==> src/core/sfpx_consts.svh <==
`ifndef SFPX_CONSTS_SVH
`define SFPX_CONSTS_SVH

// Register byte offsets
`define SFPX_OFF_CSR       32'h00000000
`define SFPX_OFF_IRQ_STS   32'h00000004
`define SFPX_OFF_IRQ_EN    32'h00000008
`define SFPX_OFF_EXC_INFO  32'h0000000C

// Field positions
`define SFPX_CSR_FLAG_LSB  0
`define SFPX_CSR_MASK_LSB  8
`define SFPX_INFO_FAULT    4
`define SFPX_INFO_TRAP     5
`define SFPX_INFO_OP_LSB   8
`define SFPX_IRQ_FAULT     0
`define SFPX_IRQ_TRAP      1

// Reset values
`define SFPX_MASK_RST      6'h3F
`define SFPX_IRQ_EN_RST    2'h0

// Special encodings
`define SFPX_QNAN_SP       32'hFFC00000
`define SFPX_QNAN_DP       64'hFFF8000000000000
`define SFPX_INT_INDEF     32'h80000000
`define SFPX_QUIET_SP      32'h00400000
`define SFPX_QUIET_DP      64'h0008000000000000

`endif

==> src/core/sfpx_pkg.sv <==
package sfpx_pkg;

    typedef enum logic [2:0] {
        SFPX_OP_ADD  = 3'h0,
        SFPX_OP_SUB  = 3'h1,
        SFPX_OP_MUL  = 3'h2,
        SFPX_OP_DIV  = 3'h3,
        SFPX_OP_SQRT = 3'h4,
        SFPX_OP_CVTI = 3'h5
    } sfpx_op_e;

    // Flag vectors: bit 0 invalid, 1 divide-by-zero, 2 denormal, 3 overflow, 4 underflow, 5 inexact
    typedef struct packed {
        logic             valid;
        sfpx_op_e         op;
        logic             dbl;
        logic             packed_op;
        logic [127:0]     src1;
        logic [127:0]     src2;
        logic [127:0]     arith;
        logic [3:0][2:0]  post;
        logic [3:0]       cvt_rng;
    } sfpx_req_s;

    typedef struct packed {
        logic             res_valid;
        logic [127:0]     res;
        logic             exc_valid;
        logic             fault;
        logic             trap;
        logic [5:0]       flags;
        logic [127:0]     src1;
        logic [127:0]     src2;
    } sfpx_rsp_s;

    typedef struct packed {
        logic             psel;
        logic             penable;
        logic             pwrite;
        logic [31:0]      paddr;
        logic [31:0]      pwdata;
    } sfpx_apb_req_s;

    typedef struct packed {
        logic [31:0]      prdata;
        logic             pready;
        logic             pslverr;
    } sfpx_apb_rsp_s;

    typedef struct packed {
        logic [5:0]       flags;
        logic [5:0]       mask;
        logic [1:0]       irq_sts;
        logic [1:0]       irq_en;
        logic [3:0]       exc_lanes;
        sfpx_op_e         exc_op;
        logic [31:0]      prdata;
        sfpx_rsp_s        rsp;
    } sfpx_state_s;

endpackage

==> src/core/sfpx_classify.sv <==
`timescale 1ns/1ps
`default_nettype none

module sfpx_classify (
    // Operation
    input  wire sfpx_pkg::sfpx_op_e op_in,
    input  wire logic               dbl_in,
    input  wire logic [63:0]        a_in,
    input  wire logic [63:0]        b_in,
    input  wire logic               rng_err_in,
    // Classification
    output logic                    a_nan_out,
    output logic                    a_snan_out,
    output logic                    b_nan_out,
    output logic                    b_snan_out,
    output logic [2:0]              pre_out
);
    import sfpx_pkg::*;

    // Returns {sign, nan, snan, inf, zero, denormal}
    function automatic logic [5:0] cls(input logic [63:0] v, input logic dbl);
        logic emax;
        logic ezero;
        logic fnz;
        logic qb;
        logic sg;
        emax  = dbl ? &v[62:52] : &v[30:23];
        ezero = dbl ? ~|v[62:52] : ~|v[30:23];
        fnz   = dbl ? |v[51:0] : |v[22:0];
        qb    = dbl ? v[51] : v[22];
        sg    = dbl ? v[63] : v[31];
        cls   = {sg, emax & fnz, emax & fnz & ~qb, emax & ~fnz, ezero & ~fnz, ezero & fnz};
    endfunction

    logic [5:0] ca;
    logic [5:0] cb;
    logic       two_op;
    logic       nan_in;
    logic       spec;

    always_comb begin
        two_op = (op_in == SFPX_OP_ADD) || (op_in == SFPX_OP_SUB) ||
                 (op_in == SFPX_OP_MUL) || (op_in == SFPX_OP_DIV);
        ca = cls(a_in, dbl_in);
        cb = two_op ? cls(b_in, dbl_in) : 6'h00;
        a_nan_out  = ca[4];
        a_snan_out = ca[3];
        b_nan_out  = cb[4];
        b_snan_out = cb[3];
        nan_in = ca[4] | cb[4];
        // Infinity and zero classes exclude NaNs, so these are the no-NaN invalid cases, except CVTI, which also counts any NaN input
        unique case (op_in)
            SFPX_OP_ADD:  spec = ca[2] & cb[2] & (ca[5] ^ cb[5]);
            SFPX_OP_SUB:  spec = ca[2] & cb[2] & ~(ca[5] ^ cb[5]);
            SFPX_OP_MUL:  spec = (ca[2] & cb[1]) | (ca[1] & cb[2]);
            SFPX_OP_DIV:  spec = (ca[2] & cb[2]) | (ca[1] & cb[1]);
            SFPX_OP_SQRT: spec = ca[5] & ~ca[1] & ~nan_in;
            SFPX_OP_CVTI: spec = nan_in | rng_err_in;
            default:      spec = 1'b0;
        endcase
        pre_out[0] = ca[3] | cb[3] | spec;
        pre_out[1] = (op_in == SFPX_OP_DIV) & cb[1] & ~(ca[1] | ca[2] | ca[4]);
        pre_out[2] = ~nan_in & (op_in != SFPX_OP_CVTI) & (ca[0] | cb[0]);
    end

endmodule

`default_nettype wire

==> src/core/sfpx_nan_pick.sv <==
`timescale 1ns/1ps
`default_nettype none
`include "sfpx_consts.svh"

module sfpx_nan_pick (
    // Lane context
    input  wire logic        dbl_in,
    input  wire logic        cvt_in,
    input  wire logic        a_nan_in,
    input  wire logic        b_nan_in,
    input  wire logic [63:0] a_in,
    input  wire logic [63:0] b_in,
    // Replacement value
    output logic [63:0]      nan_out
);
    import sfpx_pkg::*;

    logic [63:0] quiet;

    always_comb begin
        quiet = dbl_in ? `SFPX_QUIET_DP : {32'h00000000, `SFPX_QUIET_SP};
        if (cvt_in) begin
            nan_out = {32'h00000000, `SFPX_INT_INDEF};
        end else if (a_nan_in) begin
            nan_out = a_in | quiet;
        end else if (b_nan_in) begin
            nan_out = b_in | quiet;
        end else if (dbl_in) begin
            nan_out = `SFPX_QNAN_DP;
        end else begin
            nan_out = {32'h00000000, `SFPX_QNAN_SP};
        end
    end

endmodule

`default_nettype wire

==> src/core/sfpx_unit.sv <==
// The register offsets and the APB interface to the registers were left to the implementer.
`timescale 1ns/1ps
`default_nettype none
`include "sfpx_consts.svh"

module sfpx_unit (
    // Clock and reset
    input  wire logic                    CLK_IN,
    input  wire logic                    RST_N_IN,
    // Operation from pipeline
    input  wire sfpx_pkg::sfpx_req_s     OP_IN,
    output var  sfpx_pkg::sfpx_rsp_s     RSP_OUT,
    // APB slave
    input  wire sfpx_pkg::sfpx_apb_req_s APB_IN,
    output var  sfpx_pkg::sfpx_apb_rsp_s APB_OUT,
    // Interrupt
    output logic                         IRQ_OUT
);
    import sfpx_pkg::*;

    sfpx_state_s      st_q;
    sfpx_state_s      st_d;
    logic [3:0]       lane_act;
    logic [3:0][2:0]  lane_pre;
    logic [3:0][2:0]  lane_post;
    logic [3:0]       lane_ovr;
    logic [3:0][63:0] lane_res;
    logic [3:0]       lane_snan;
    logic [3:0]       lane_qonly;
    logic [3:0]       lane_unm_f;
    logic [3:0]       lane_unm_t;
    logic [2:0]       pre_or;
    logic [2:0]       post_or;
    logic             fault_take;
    logic             trap_take;
    logic [5:0]       evt_flags;
    logic [127:0]     res_asm;
    logic             apb_setup;
    logic             apb_access;
    logic             hit_csr;
    logic             hit_sts;
    logic             hit_en;
    logic             hit_info;
    logic             apb_mapped;
    logic             apb_wr;
    logic [31:0]      rd_mux;

    // Per element classification and NaN selection
    genvar gi;
    generate
        for (gi = 0; gi < 4; gi++) begin : g_lane
            localparam int DW = gi % 2;
            logic [63:0] a;
            logic [63:0] b;
            logic [63:0] r;
            logic [63:0] pick;
            logic        a_nan;
            logic        a_snan;
            logic        b_nan;
            logic        b_snan;
            logic        cvt;

            always_comb begin
                cvt = OP_IN.op == SFPX_OP_CVTI;
                if (OP_IN.dbl) begin
                    a = OP_IN.src1[64*DW +: 64];
                    b = OP_IN.src2[64*DW +: 64];
                    r = OP_IN.arith[64*DW +: 64];
                end else begin
                    a = {32'h00000000, OP_IN.src1[32*gi +: 32]};
                    b = {32'h00000000, OP_IN.src2[32*gi +: 32]};
                    r = {32'h00000000, OP_IN.arith[32*gi +: 32]};
                end
            end

            sfpx_classify u_cls (
                .op_in      (OP_IN.op),
                .dbl_in     (OP_IN.dbl),
                .a_in       (a),
                .b_in       (b),
                .rng_err_in (OP_IN.cvt_rng[gi]),
                .a_nan_out  (a_nan),
                .a_snan_out (a_snan),
                .b_nan_out  (b_nan),
                .b_snan_out (b_snan),
                .pre_out    (lane_pre[gi])
            );

            sfpx_nan_pick u_pick (
                .dbl_in   (OP_IN.dbl),
                .cvt_in   (cvt),
                .a_nan_in (a_nan),
                .b_nan_in (b_nan),
                .a_in     (a),
                .b_in     (b),
                .nan_out  (pick)
            );

            // A NaN or invalid element never reaches rounding, so its trap flags are dropped
            assign lane_ovr[gi]   = a_nan | b_nan | lane_pre[gi][0];
            assign lane_post[gi]  = lane_ovr[gi] ? 3'h0 : OP_IN.post[gi];
            assign lane_res[gi]   = lane_ovr[gi] ? pick : r;
            assign lane_snan[gi]  = a_snan | b_snan;
            assign lane_qonly[gi] = (a_nan | b_nan) & ~lane_snan[gi] & ~cvt;

        end
    endgenerate

    // Merge elements and classify the operation
    always_comb begin
        if (!OP_IN.packed_op) begin
            lane_act = 4'h1;
        end else if (OP_IN.dbl) begin
            lane_act = 4'h3;
        end else begin
            lane_act = 4'hF;
        end
        pre_or     = 3'h0;
        post_or    = 3'h0;
        lane_unm_f = 4'h0;
        lane_unm_t = 4'h0;
        for (int i = 0; i < 4; i++) begin
            if (lane_act[i]) begin
                pre_or        = pre_or | lane_pre[i];
                post_or       = post_or | lane_post[i];
                lane_unm_f[i] = |(lane_pre[i] & ~st_q.mask[2:0]);
                lane_unm_t[i] = |(lane_post[i] & ~st_q.mask[5:3]);
            end
        end
        fault_take = OP_IN.valid & |(pre_or & ~st_q.mask[2:0]);
        // An unmasked fault stops the computation, so no trap can follow it
        trap_take = OP_IN.valid & ~fault_take & |(post_or & ~st_q.mask[5:3]);
        if (!OP_IN.valid) begin
            evt_flags = 6'h00;
        end else if (fault_take) begin
            evt_flags = {3'h0, pre_or};
        end else begin
            evt_flags = {post_or, pre_or};
        end
    end

    // Scalar forms pass the upper part of the first source through
    always_comb begin
        if (OP_IN.dbl) begin
            if (OP_IN.packed_op) begin
                res_asm = {lane_res[1], lane_res[0]};
            end else begin
                res_asm = {OP_IN.src1[127:64], lane_res[0]};
            end
        end else if (OP_IN.packed_op) begin
            res_asm = {lane_res[3][31:0], lane_res[2][31:0], lane_res[1][31:0], lane_res[0][31:0]};
        end else begin
            res_asm = {OP_IN.src1[127:32], lane_res[0][31:0]};
        end
    end

    // APB decode; zero wait states, read data captured in the setup cycle
    always_comb begin
        apb_setup  = APB_IN.psel & ~APB_IN.penable;
        apb_access = APB_IN.psel & APB_IN.penable;
        hit_csr    = APB_IN.paddr == `SFPX_OFF_CSR;
        hit_sts    = APB_IN.paddr == `SFPX_OFF_IRQ_STS;
        hit_en     = APB_IN.paddr == `SFPX_OFF_IRQ_EN;
        hit_info   = APB_IN.paddr == `SFPX_OFF_EXC_INFO;
        apb_mapped = hit_csr | hit_sts | hit_en | hit_info;
        apb_wr     = apb_access & APB_IN.pwrite & apb_mapped;
        rd_mux     = 32'h00000000;
        if (hit_csr) begin
            rd_mux[`SFPX_CSR_FLAG_LSB +: 6] = st_q.flags;
            rd_mux[`SFPX_CSR_MASK_LSB +: 6] = st_q.mask;
        end else if (hit_sts) begin
            rd_mux[1:0] = st_q.irq_sts;
        end else if (hit_en) begin
            rd_mux[1:0] = st_q.irq_en;
        end else if (hit_info) begin
            rd_mux[3:0]                    = st_q.exc_lanes;
            rd_mux[`SFPX_INFO_FAULT]       = st_q.rsp.fault;
            rd_mux[`SFPX_INFO_TRAP]        = st_q.rsp.trap;
            rd_mux[`SFPX_INFO_OP_LSB +: 3] = st_q.exc_op;
        end
        APB_OUT.prdata  = st_q.prdata;
        APB_OUT.pready  = 1'b1;
        APB_OUT.pslverr = apb_access & ~apb_mapped;
        RSP_OUT         = st_q.rsp;
        IRQ_OUT         = |(st_q.irq_sts & st_q.irq_en);
    end

    // Next state
    always_comb begin
        st_d               = st_q;
        st_d.rsp.res_valid = 1'b0;
        st_d.rsp.exc_valid = 1'b0;
        if (apb_setup) begin
            st_d.prdata = rd_mux;
        end
        if (OP_IN.valid) begin
            st_d.rsp.fault     = fault_take;
            st_d.rsp.trap      = trap_take;
            st_d.rsp.flags     = evt_flags;
            st_d.rsp.exc_valid = fault_take | trap_take;
            if (fault_take | trap_take) begin
                // Handler gets the untouched operands instead of a result
                st_d.rsp.src1  = OP_IN.src1;
                st_d.rsp.src2  = OP_IN.src2;
                st_d.exc_lanes = fault_take ? lane_unm_f : lane_unm_t;
                st_d.exc_op    = OP_IN.op;
            end else begin
                st_d.rsp.res_valid = 1'b1;
                st_d.rsp.res       = res_asm;
            end
        end
        // Clears first so that a same-cycle event is kept
        if (apb_wr && hit_csr) begin
            st_d.flags = st_q.flags & ~APB_IN.pwdata[`SFPX_CSR_FLAG_LSB +: 6];
            st_d.mask  = APB_IN.pwdata[`SFPX_CSR_MASK_LSB +: 6];
        end
        if (apb_wr && hit_sts) begin
            st_d.irq_sts = st_q.irq_sts & ~APB_IN.pwdata[1:0];
        end
        if (apb_wr && hit_en) begin
            st_d.irq_en = APB_IN.pwdata[1:0];
        end
        st_d.flags                   = st_d.flags | evt_flags;
        st_d.irq_sts[`SFPX_IRQ_FAULT] = st_d.irq_sts[`SFPX_IRQ_FAULT] | fault_take;
        st_d.irq_sts[`SFPX_IRQ_TRAP]  = st_d.irq_sts[`SFPX_IRQ_TRAP] | trap_take;
    end

    always_ff @(posedge CLK_IN or negedge RST_N_IN) begin
        if (!RST_N_IN) begin
            st_q        <= '0;
            st_q.mask   <= `SFPX_MASK_RST;
            st_q.irq_en <= `SFPX_IRQ_EN_RST;
        end else begin
            st_q <= st_d;
        end
    end
endmodule

`default_nettype wire

==> config.mk <==
export PLATFORM = sky130hd
export DESIGN_NAME = sfpx_unit
export DESIGN_NICKNAME = d
export VERILOG_FILES = /design/src/core/sfpx_pkg.sv /design/src/core/sfpx_classify.sv /design/src/core/sfpx_nan_pick.sv /design/src/core/sfpx_unit.sv
export VERILOG_INCLUDE_DIRS = /design/src /design/src/core
export SDC_FILE = /design/constraint.sdc
export NUM_CORES = 1
export LEC_CHECK = 0
export ABC_CLOCK_PERIOD_IN_PS = 2810
export BUFFER_PORTS_ARGS = -buffer_cell sky130_fd_sc_hd__buf_2
export CAP_MARGIN = 15
export CELL_PAD_IN_SITES_DETAIL_PLACEMENT = 1
export CELL_PAD_IN_SITES_GLOBAL_PLACEMENT = 1
export CORE_AREA = 5 5 348 350
export CTS_CLUSTER_DIAMETER = 80
export CTS_CLUSTER_SIZE = 14
export DETAILED_ROUTE_END_ITERATION = 7
export DIE_AREA = 0 0 353 355
export PLACE_DENSITY_LB_ADDON = 0.1
export REMOVE_ABC_BUFFERS = 1
export SYNTH_ARGS = -nofsm -noshare
export SYNTH_HDL_FRONTEND = slang
export SYNTH_SLANG_ARGS = --single-unit
==> constraint.sdc <==
create_clock -name CLK_IN -period 2.81 [get_ports CLK_IN]
set_input_delay 0.562 -clock CLK_IN [delete_from_list [all_inputs] [get_ports CLK_IN]]
set_output_delay 0.562 -clock CLK_IN [all_outputs]
set_load 0.02 [all_outputs]
Word-level counts from Yosys, hierarchy flattened
Index checks and enable logic that the tools add are counted. W data, S select, Z words.

Reductions and logical operators: 85. Bitwise logic cells: 214. Equality and inequality tests: 9. Multiplexer cells: 120.

Operator list (number): $mux W64 (19); $reduce_or A52 Y1 (8); $mux W394 (1); $mux W128 (3); $mux W256 (1); $mux W32 (8); $or A64 B52 Y64 (4); $reduce_or A23 Y1 (8); $mux W129 (1); $or A32 B32 Y32 (4); $and A1 B1 Y1 (96); $reduce_and A11 Y1 (8); $reduce_or A11 Y1 (8); $eq A32 B4 Y1 const B (2); $reduce_and A8 Y1 (8); $reduce_or A8 Y1 (8); $mux W52 (1); $mux W3 (17); $mux W1 (48); $mux W6 (8); $or A1 B1 Y1 (46); $not A1 Y1 (36); $eq A32 B3 Y1 const B (1); $logic_not A32 Y1 (1); other kinds (24) (83).

Output and inout port bits: 429. Input bits: 475. Register bits: 429. Logic and storage cells: 443.

Logic depth before layout (Yosys ltp)
Depth after elaboration: 27. Mapped depth: 19. Depth with buffers taken out: 12.

Cells and area by module
A second synthesis with hierarchy kept.

Cells, all modules: 4183. Area, all modules: 35972.0 um2.

Modules (own cells, without submodules): sfpx_unit (cells an instance 2807, area each 26913.3 um2, instances 1, sequential area each 10742.8 um2); sfpx_nan_pick (cells an instance 226, area each 1475.2 um2, instances 4, sequential area each 0.0 um2); sfpx_classify (cells an instance 118, area each 789.5 um2, instances 4, sequential area each 0.0 um2).

Least setup slack after synthesis
No wires, ideal clock.

Path type: input -> register. Start: input port OP_IN[401] (netlist bit). End: register st_q (netlist bit RSP_OUT[127]). Data required time: 2685 ps. Arrival: 4139 ps. Path buffers: 3. Setup slack: -1454 ps. Setup time: 125 ps. Stages on the path: 14. Cells stage by stage: buf_2 > or4_1 > or4b_1 > a211oi_2 > nand3_1 > mux2_4 > a21oi_4 > nand3_2 > o211ai_2 > o211ai_2 > o21ai_4 > buf_8 > buf_8 > mux2_4.

Longest elaborated chain between the ends: 25.

Ends and longest elaborated chain: from (decl) (line sfpx_unit.sv:11) `input wire sfpx_pkg::sfpx_req_s OP_IN,`; $mux W64 (line sfpx_unit.sv:65) `if (OP_IN.dbl) begin`; $reduce_or A52 Y1, or another cell as far along (line sfpx_classify.sv:29) `fnz = dbl ? |v[51:0] : |v[22:0];`; $mux W1, or another cell as far along (line sfpx_classify.sv:29); $and A1 B1 Y1, or another cell as far along (line sfpx_classify.sv:32) `cls = {sg, emax & fnz, emax & fnz & ~qb, emax & ~fnz, ezero & ~fnz, ezero & fnz};`; $mux W6 / $and A1 B1 Y1 (equally long branches) (line sfpx_classify.sv:45, sfpx_classify.sv:32); $or A1 B1 Y1, or another cell as far along (line sfpx_classify.sv:50, sfpx_unit.sv:100); $not A1 Y1, or another cell as far along (line sfpx_classify.sv:57, sfpx_classify.sv:63); $and A1 B1 Y1, or another cell as far along (line sfpx_classify.sv:57) `SFPX_OP_SQRT: spec = ca[5] & ~ca[1] & ~nan_in;`; [... 8 more ...]; $mux W3 (line sfpx_unit.sv:123) `if (lane_act[i]) begin`; $and A3 B3 Y3 (line sfpx_unit.sv:130) `fault_take = OP_IN.valid & |(pre_or & ~st_q.mask[2:0]);`; $reduce_or A3 Y1 (line sfpx_unit.sv:130); $and A1 B1 Y1 (line sfpx_unit.sv:130); $not A1 Y1 (line sfpx_unit.sv:132) `trap_take = OP_IN.valid & ~fault_take & |(post_or & ~st_q.mask[5:3]);`; $and A1 B1 Y1 (2 in series) (line sfpx_unit.sv:132); $or A1 B1 Y1 (*) (line sfpx_unit.sv:201) `if (fault_take | trap_take) begin`; $reduce_and A2 Y1 (no source line) (*); to (signal assigned) (line sfpx_unit.sv:234) `st_q <= st_d;`; to (decl) (line sfpx_unit.sv:21) `sfpx_state_s st_q;`.

Mark *: on every way between the ends. The rest lies on a longest branch, timed or not. A chain may end at the register's enable or synchronous reset.

Worst setup path in the final report
Start: input port OP_IN[187] (netlist bit). End: register st_q (netlist bit RSP_OUT[7]).

Longest elaborated chain between the ends: 25.

Ends and longest elaborated chain (line): $mux W64 (sfpx_unit.sv:65); $reduce_or A52 Y1 (sfpx_classify.sv:29); $mux W1 (sfpx_classify.sv:29); $and A1 B1 Y1 / $not A1 Y1 (equally long branches) (sfpx_classify.sv:32); $mux W6 / $and A1 B1 Y1 (equally long branches) (sfpx_classify.sv:45, sfpx_classify.sv:32); $or A1 B1 Y1 / $mux W6 (equally long branches) (sfpx_classify.sv:50, sfpx_unit.sv:100, sfpx_classify.sv:45); $not A1 Y1, or another cell as far along (sfpx_classify.sv:57, sfpx_classify.sv:63); $and A1 B1 Y1, or another cell as far along (sfpx_classify.sv:57); [... 8 more ...]; $mux W3 (sfpx_unit.sv:123); $and A3 B3 Y3 (sfpx_unit.sv:130); $reduce_or A3 Y1 (sfpx_unit.sv:130); $and A1 B1 Y1 (sfpx_unit.sv:130); $not A1 Y1 (sfpx_unit.sv:132); $and A1 B1 Y1 (2 in series) (sfpx_unit.sv:132); $or A1 B1 Y1 (*) (sfpx_unit.sv:201); $reduce_and A2 Y1 (no source line) (*).

Marked as above.

==> impl_metrics.json <==
{
  "outcome": "finished with violations",
  "violations": "setup timing",
  "crit_path_top_delay_cell": "nor4_4",
  "period_needed_ps": 4040,
  "start_util_pct": 24.7,
  "cts.clk_slew.worst_paths_ps": 70,
  "critPathRequiredTime_ps": 3310,
  "totalWireLength_mm": 182,
  "drc": 0,
  "slew_headroom_pct": 35.6,
  "drive_gt1_share_pct": 48.9,
  "grt_max_degree": 72,
  "grt_first_pass_wirelength_mm": 249,
  "fin_crit_sh_pct": 144,
  "fin_ws_ps": -1230,
  "total_power_w": 0.0197,
  "firstDrtPassIters": 5,
  "via_per_inst": 5.18,
  "report.final.slew_viol_count": 0,
  "yosysWarnings": 0,
  "nets": 4400,
  "ant_nets": 0,
  "skew_ps": 32.1,
  "critPathKind": "primary input to register",
  "die_w_um": 353,
  "synth_edf_count": 0,
  "ys.flop_type": "dfrtp_1",
  "htreeDepth": 2,
  "synth_cells": 2884,
  "path_cells": "buf_2 -> nor4_4 -> buf_4 -> nand4_1 -> o21ai_1 -> buf_4 -> and3_1 -> o21ai_0 -> a32o_1 -> nand3_1 -> o2111a_2 -> o211ai_4 -> o21ai_4 -> buf_8 -> buf_16 -> clkbuf_16 -> mux2_2",
  "grt_pass1_vias": 31000,
  "drt_iter0_drc": 1965,
  "track_usage_pct": 27.6,
  "worst_pin_slew_ps": 966,
  "max_freq_mhz": 248,
  "p_per_area_nw_per_um2": 493,
  "gp_congestion": 0.914,
  "cp.arrival_ps": 4540,
  "async_flop_share_pct": 100,
  "critPathCaptureType": "register",
  "core_area_sq_um": 117000,
  "cts_buffer_depth": 3,
  "synth_top_area_share_pct": 36.5,
  "p_leak_nw": 19.8,
  "cts_buffers": 42,
  "area_delta_synth_final_pct": 37.9,
  "fin_util_pct": 34.1,
  "final_cell_mix": "854 x buf_2, 631 x buf_4, 423 x dfrtp_1",
  "cts.sinks": 429,
  "grt-ovfl-total": 0,
  "portBuffers": 862,
  "synth_cell_type_count": 95,
  "path_common_cell": "buf_4",
  "dieArea_sq_um": 125000,
  "cap_violations": 0,
  "worstPathMaxFanout": 7,
  "cts_tree": "yes",
  "rows": 126,
  "vias": 28600,
  "synth_area_leaders": "dfrtp_1 36%, mux2_1 12%, buf_4 11%",
  "peakVddDrop_v": 0.000348,
  "synth_largest_area_cell": "dfrtp_1",
  "rsz0062_at_grt": "yes",
  "multiInputGateArea_sq_um": 14700,
  "startpoint_type": "primary input",
  "synthesis.area_sq_um": 29000,
  "synth.yosys.seq_area_share_pct": 37.0,
  "final-hold-violation-count": 0,
  "io_pins": 904,
  "grt_antenna_before_repair": 56,
  "ys_ff_latch": 429,
  "layout_commonest_cell": "buf_2",
  "setup_viol": 409,
  "n_fill_cell": 13400,
  "root_buffer": "clkbuf_16",
  "clk_latency_ps": 620,
  "syn_area_per_cell_sq_um": 10.1,
  "hold_class": "primary input to register",
  "die_y_um": 355,
  "hpwl_mm": 145,
  "seqCellArea_sq_um": 10700,
  "drt-wirelength-per-cell_um": 33.1,
  "reg2reg_slack_ps": 130,
  "path_buf_inv": 6,
  "crit_family": "compound AO/OA/AOI/OAI gates",
  "slowest_delay_ps": 390
}
==> layout make-up <==
class                      instances  share of cell area [%]
clock inverter                    14                   0.410
multi-input combinational       1812                    36.8
tap                             1536                    4.80
timing repair buffer            1592                    27.6
antenna                           28                   0.175
clock buffer                      54                    2.89
inverter                          48                   0.460
sequential                       429                    26.8
==> final timing paths <==
path / cells after the start / startpoint / to
min in group asynchronous: 2 / RST_N_IN / APB_OUT[12]
min: 3 / APB_IN[9] / st_q[438]
min reg2reg: 2 / APB_OUT[6] / APB_OUT[6]
max in group asynchronous: 3 / RST_N_IN / RSP_OUT[226]
max: 17 / OP_IN[187] / RSP_OUT[7]
max reg2reg: 11 / st_q[442] / RSP_OUT[7]
==> logic make-up after synthesis <==
| logic type | count (synthesis) | share of synthesized area (%) |
|---|---|---|
| DFF | 429 | 37.0 |
| and+or+nand+nor | 528 | 8.98 |
| muxes | 575 | 21.8 |
| AOI/OAI and AO/OA | 681 | 16.5 |
| buffers and inverters | 662 | 15.4 |
| other | 2 | 0.0259 |
| xor gates and xnor gates | 7 | 0.211 |
==> state kept, by name, indices dropped and copies added, names as in the netlist <==
name     count
APB_OUT     12
st_q        23
RSP_OUT    394
==> synth_stat cells, drive strengths merged, types with 56 or more instances <==
master and instances:
a22o 58, dfrtp 423, buf 498, o21ai 169, clkbuf 116, o22ai 56, a21oi 88, nand2 158
nor2 112, mux2 411, a22oi 76, mux2i 162
==> what timing repair did <==
action | CTS | global route
hold buffers | 1 | 0
buffers inserted | 17 | 7
setup endpoints to repair | 409 | 409
endpoints found under the hold margin | 42 | 0
pin swaps | 21 | 19
gates cloned | 6 | 10
resized for setup | 182 | 35
==> where the power goes <==
group / leakage (nW) / switching (W) / internal [W]
logic: 13.7 / 0.00379 / 0.00243
clock network: 0.652 / 0.00284 / 0.00312
registers: 5.42 / 0.000550 / 0.00698
==> worst register-to-register path: cells and delay by family, from the launching register on <==
kind,cells,cell delay [ps]
compound gates,4,860
buf+inv,4,680
simple gates,2,150
flops,1,560
mux,1,330
==> routing by layer <==
metal,track usage (%),up-vias,part of all wire [%]
met5,0,-,0.055
met2,48.8,1107,49
met4,8.61,18,3.6
met3,4.95,289,5.9
li1,-,12400,-
met1,34.2,14800,41
==> metrics by stage <==
step | instance area, sq um | setup WS, ps | setup TNS [ps] | hold slack, ps | std cells
after detailed placement | 37100 | -2280 | -887540 | 466 | 5381
after global placement | 37100 | -2240 | -885600 | 458 | 5381
final | 40000 | -1230 | -457190 | 193 | 5513
after CTS | 39600 | -1170 | -432150 | 142 | 5472
after floorplan | 24800 | -7330 | -2668850 | 266 | 2289
after global routing | 40000 | -1270 | -482180 | 178 | 5499
Power figures use the tool's default switching activity.
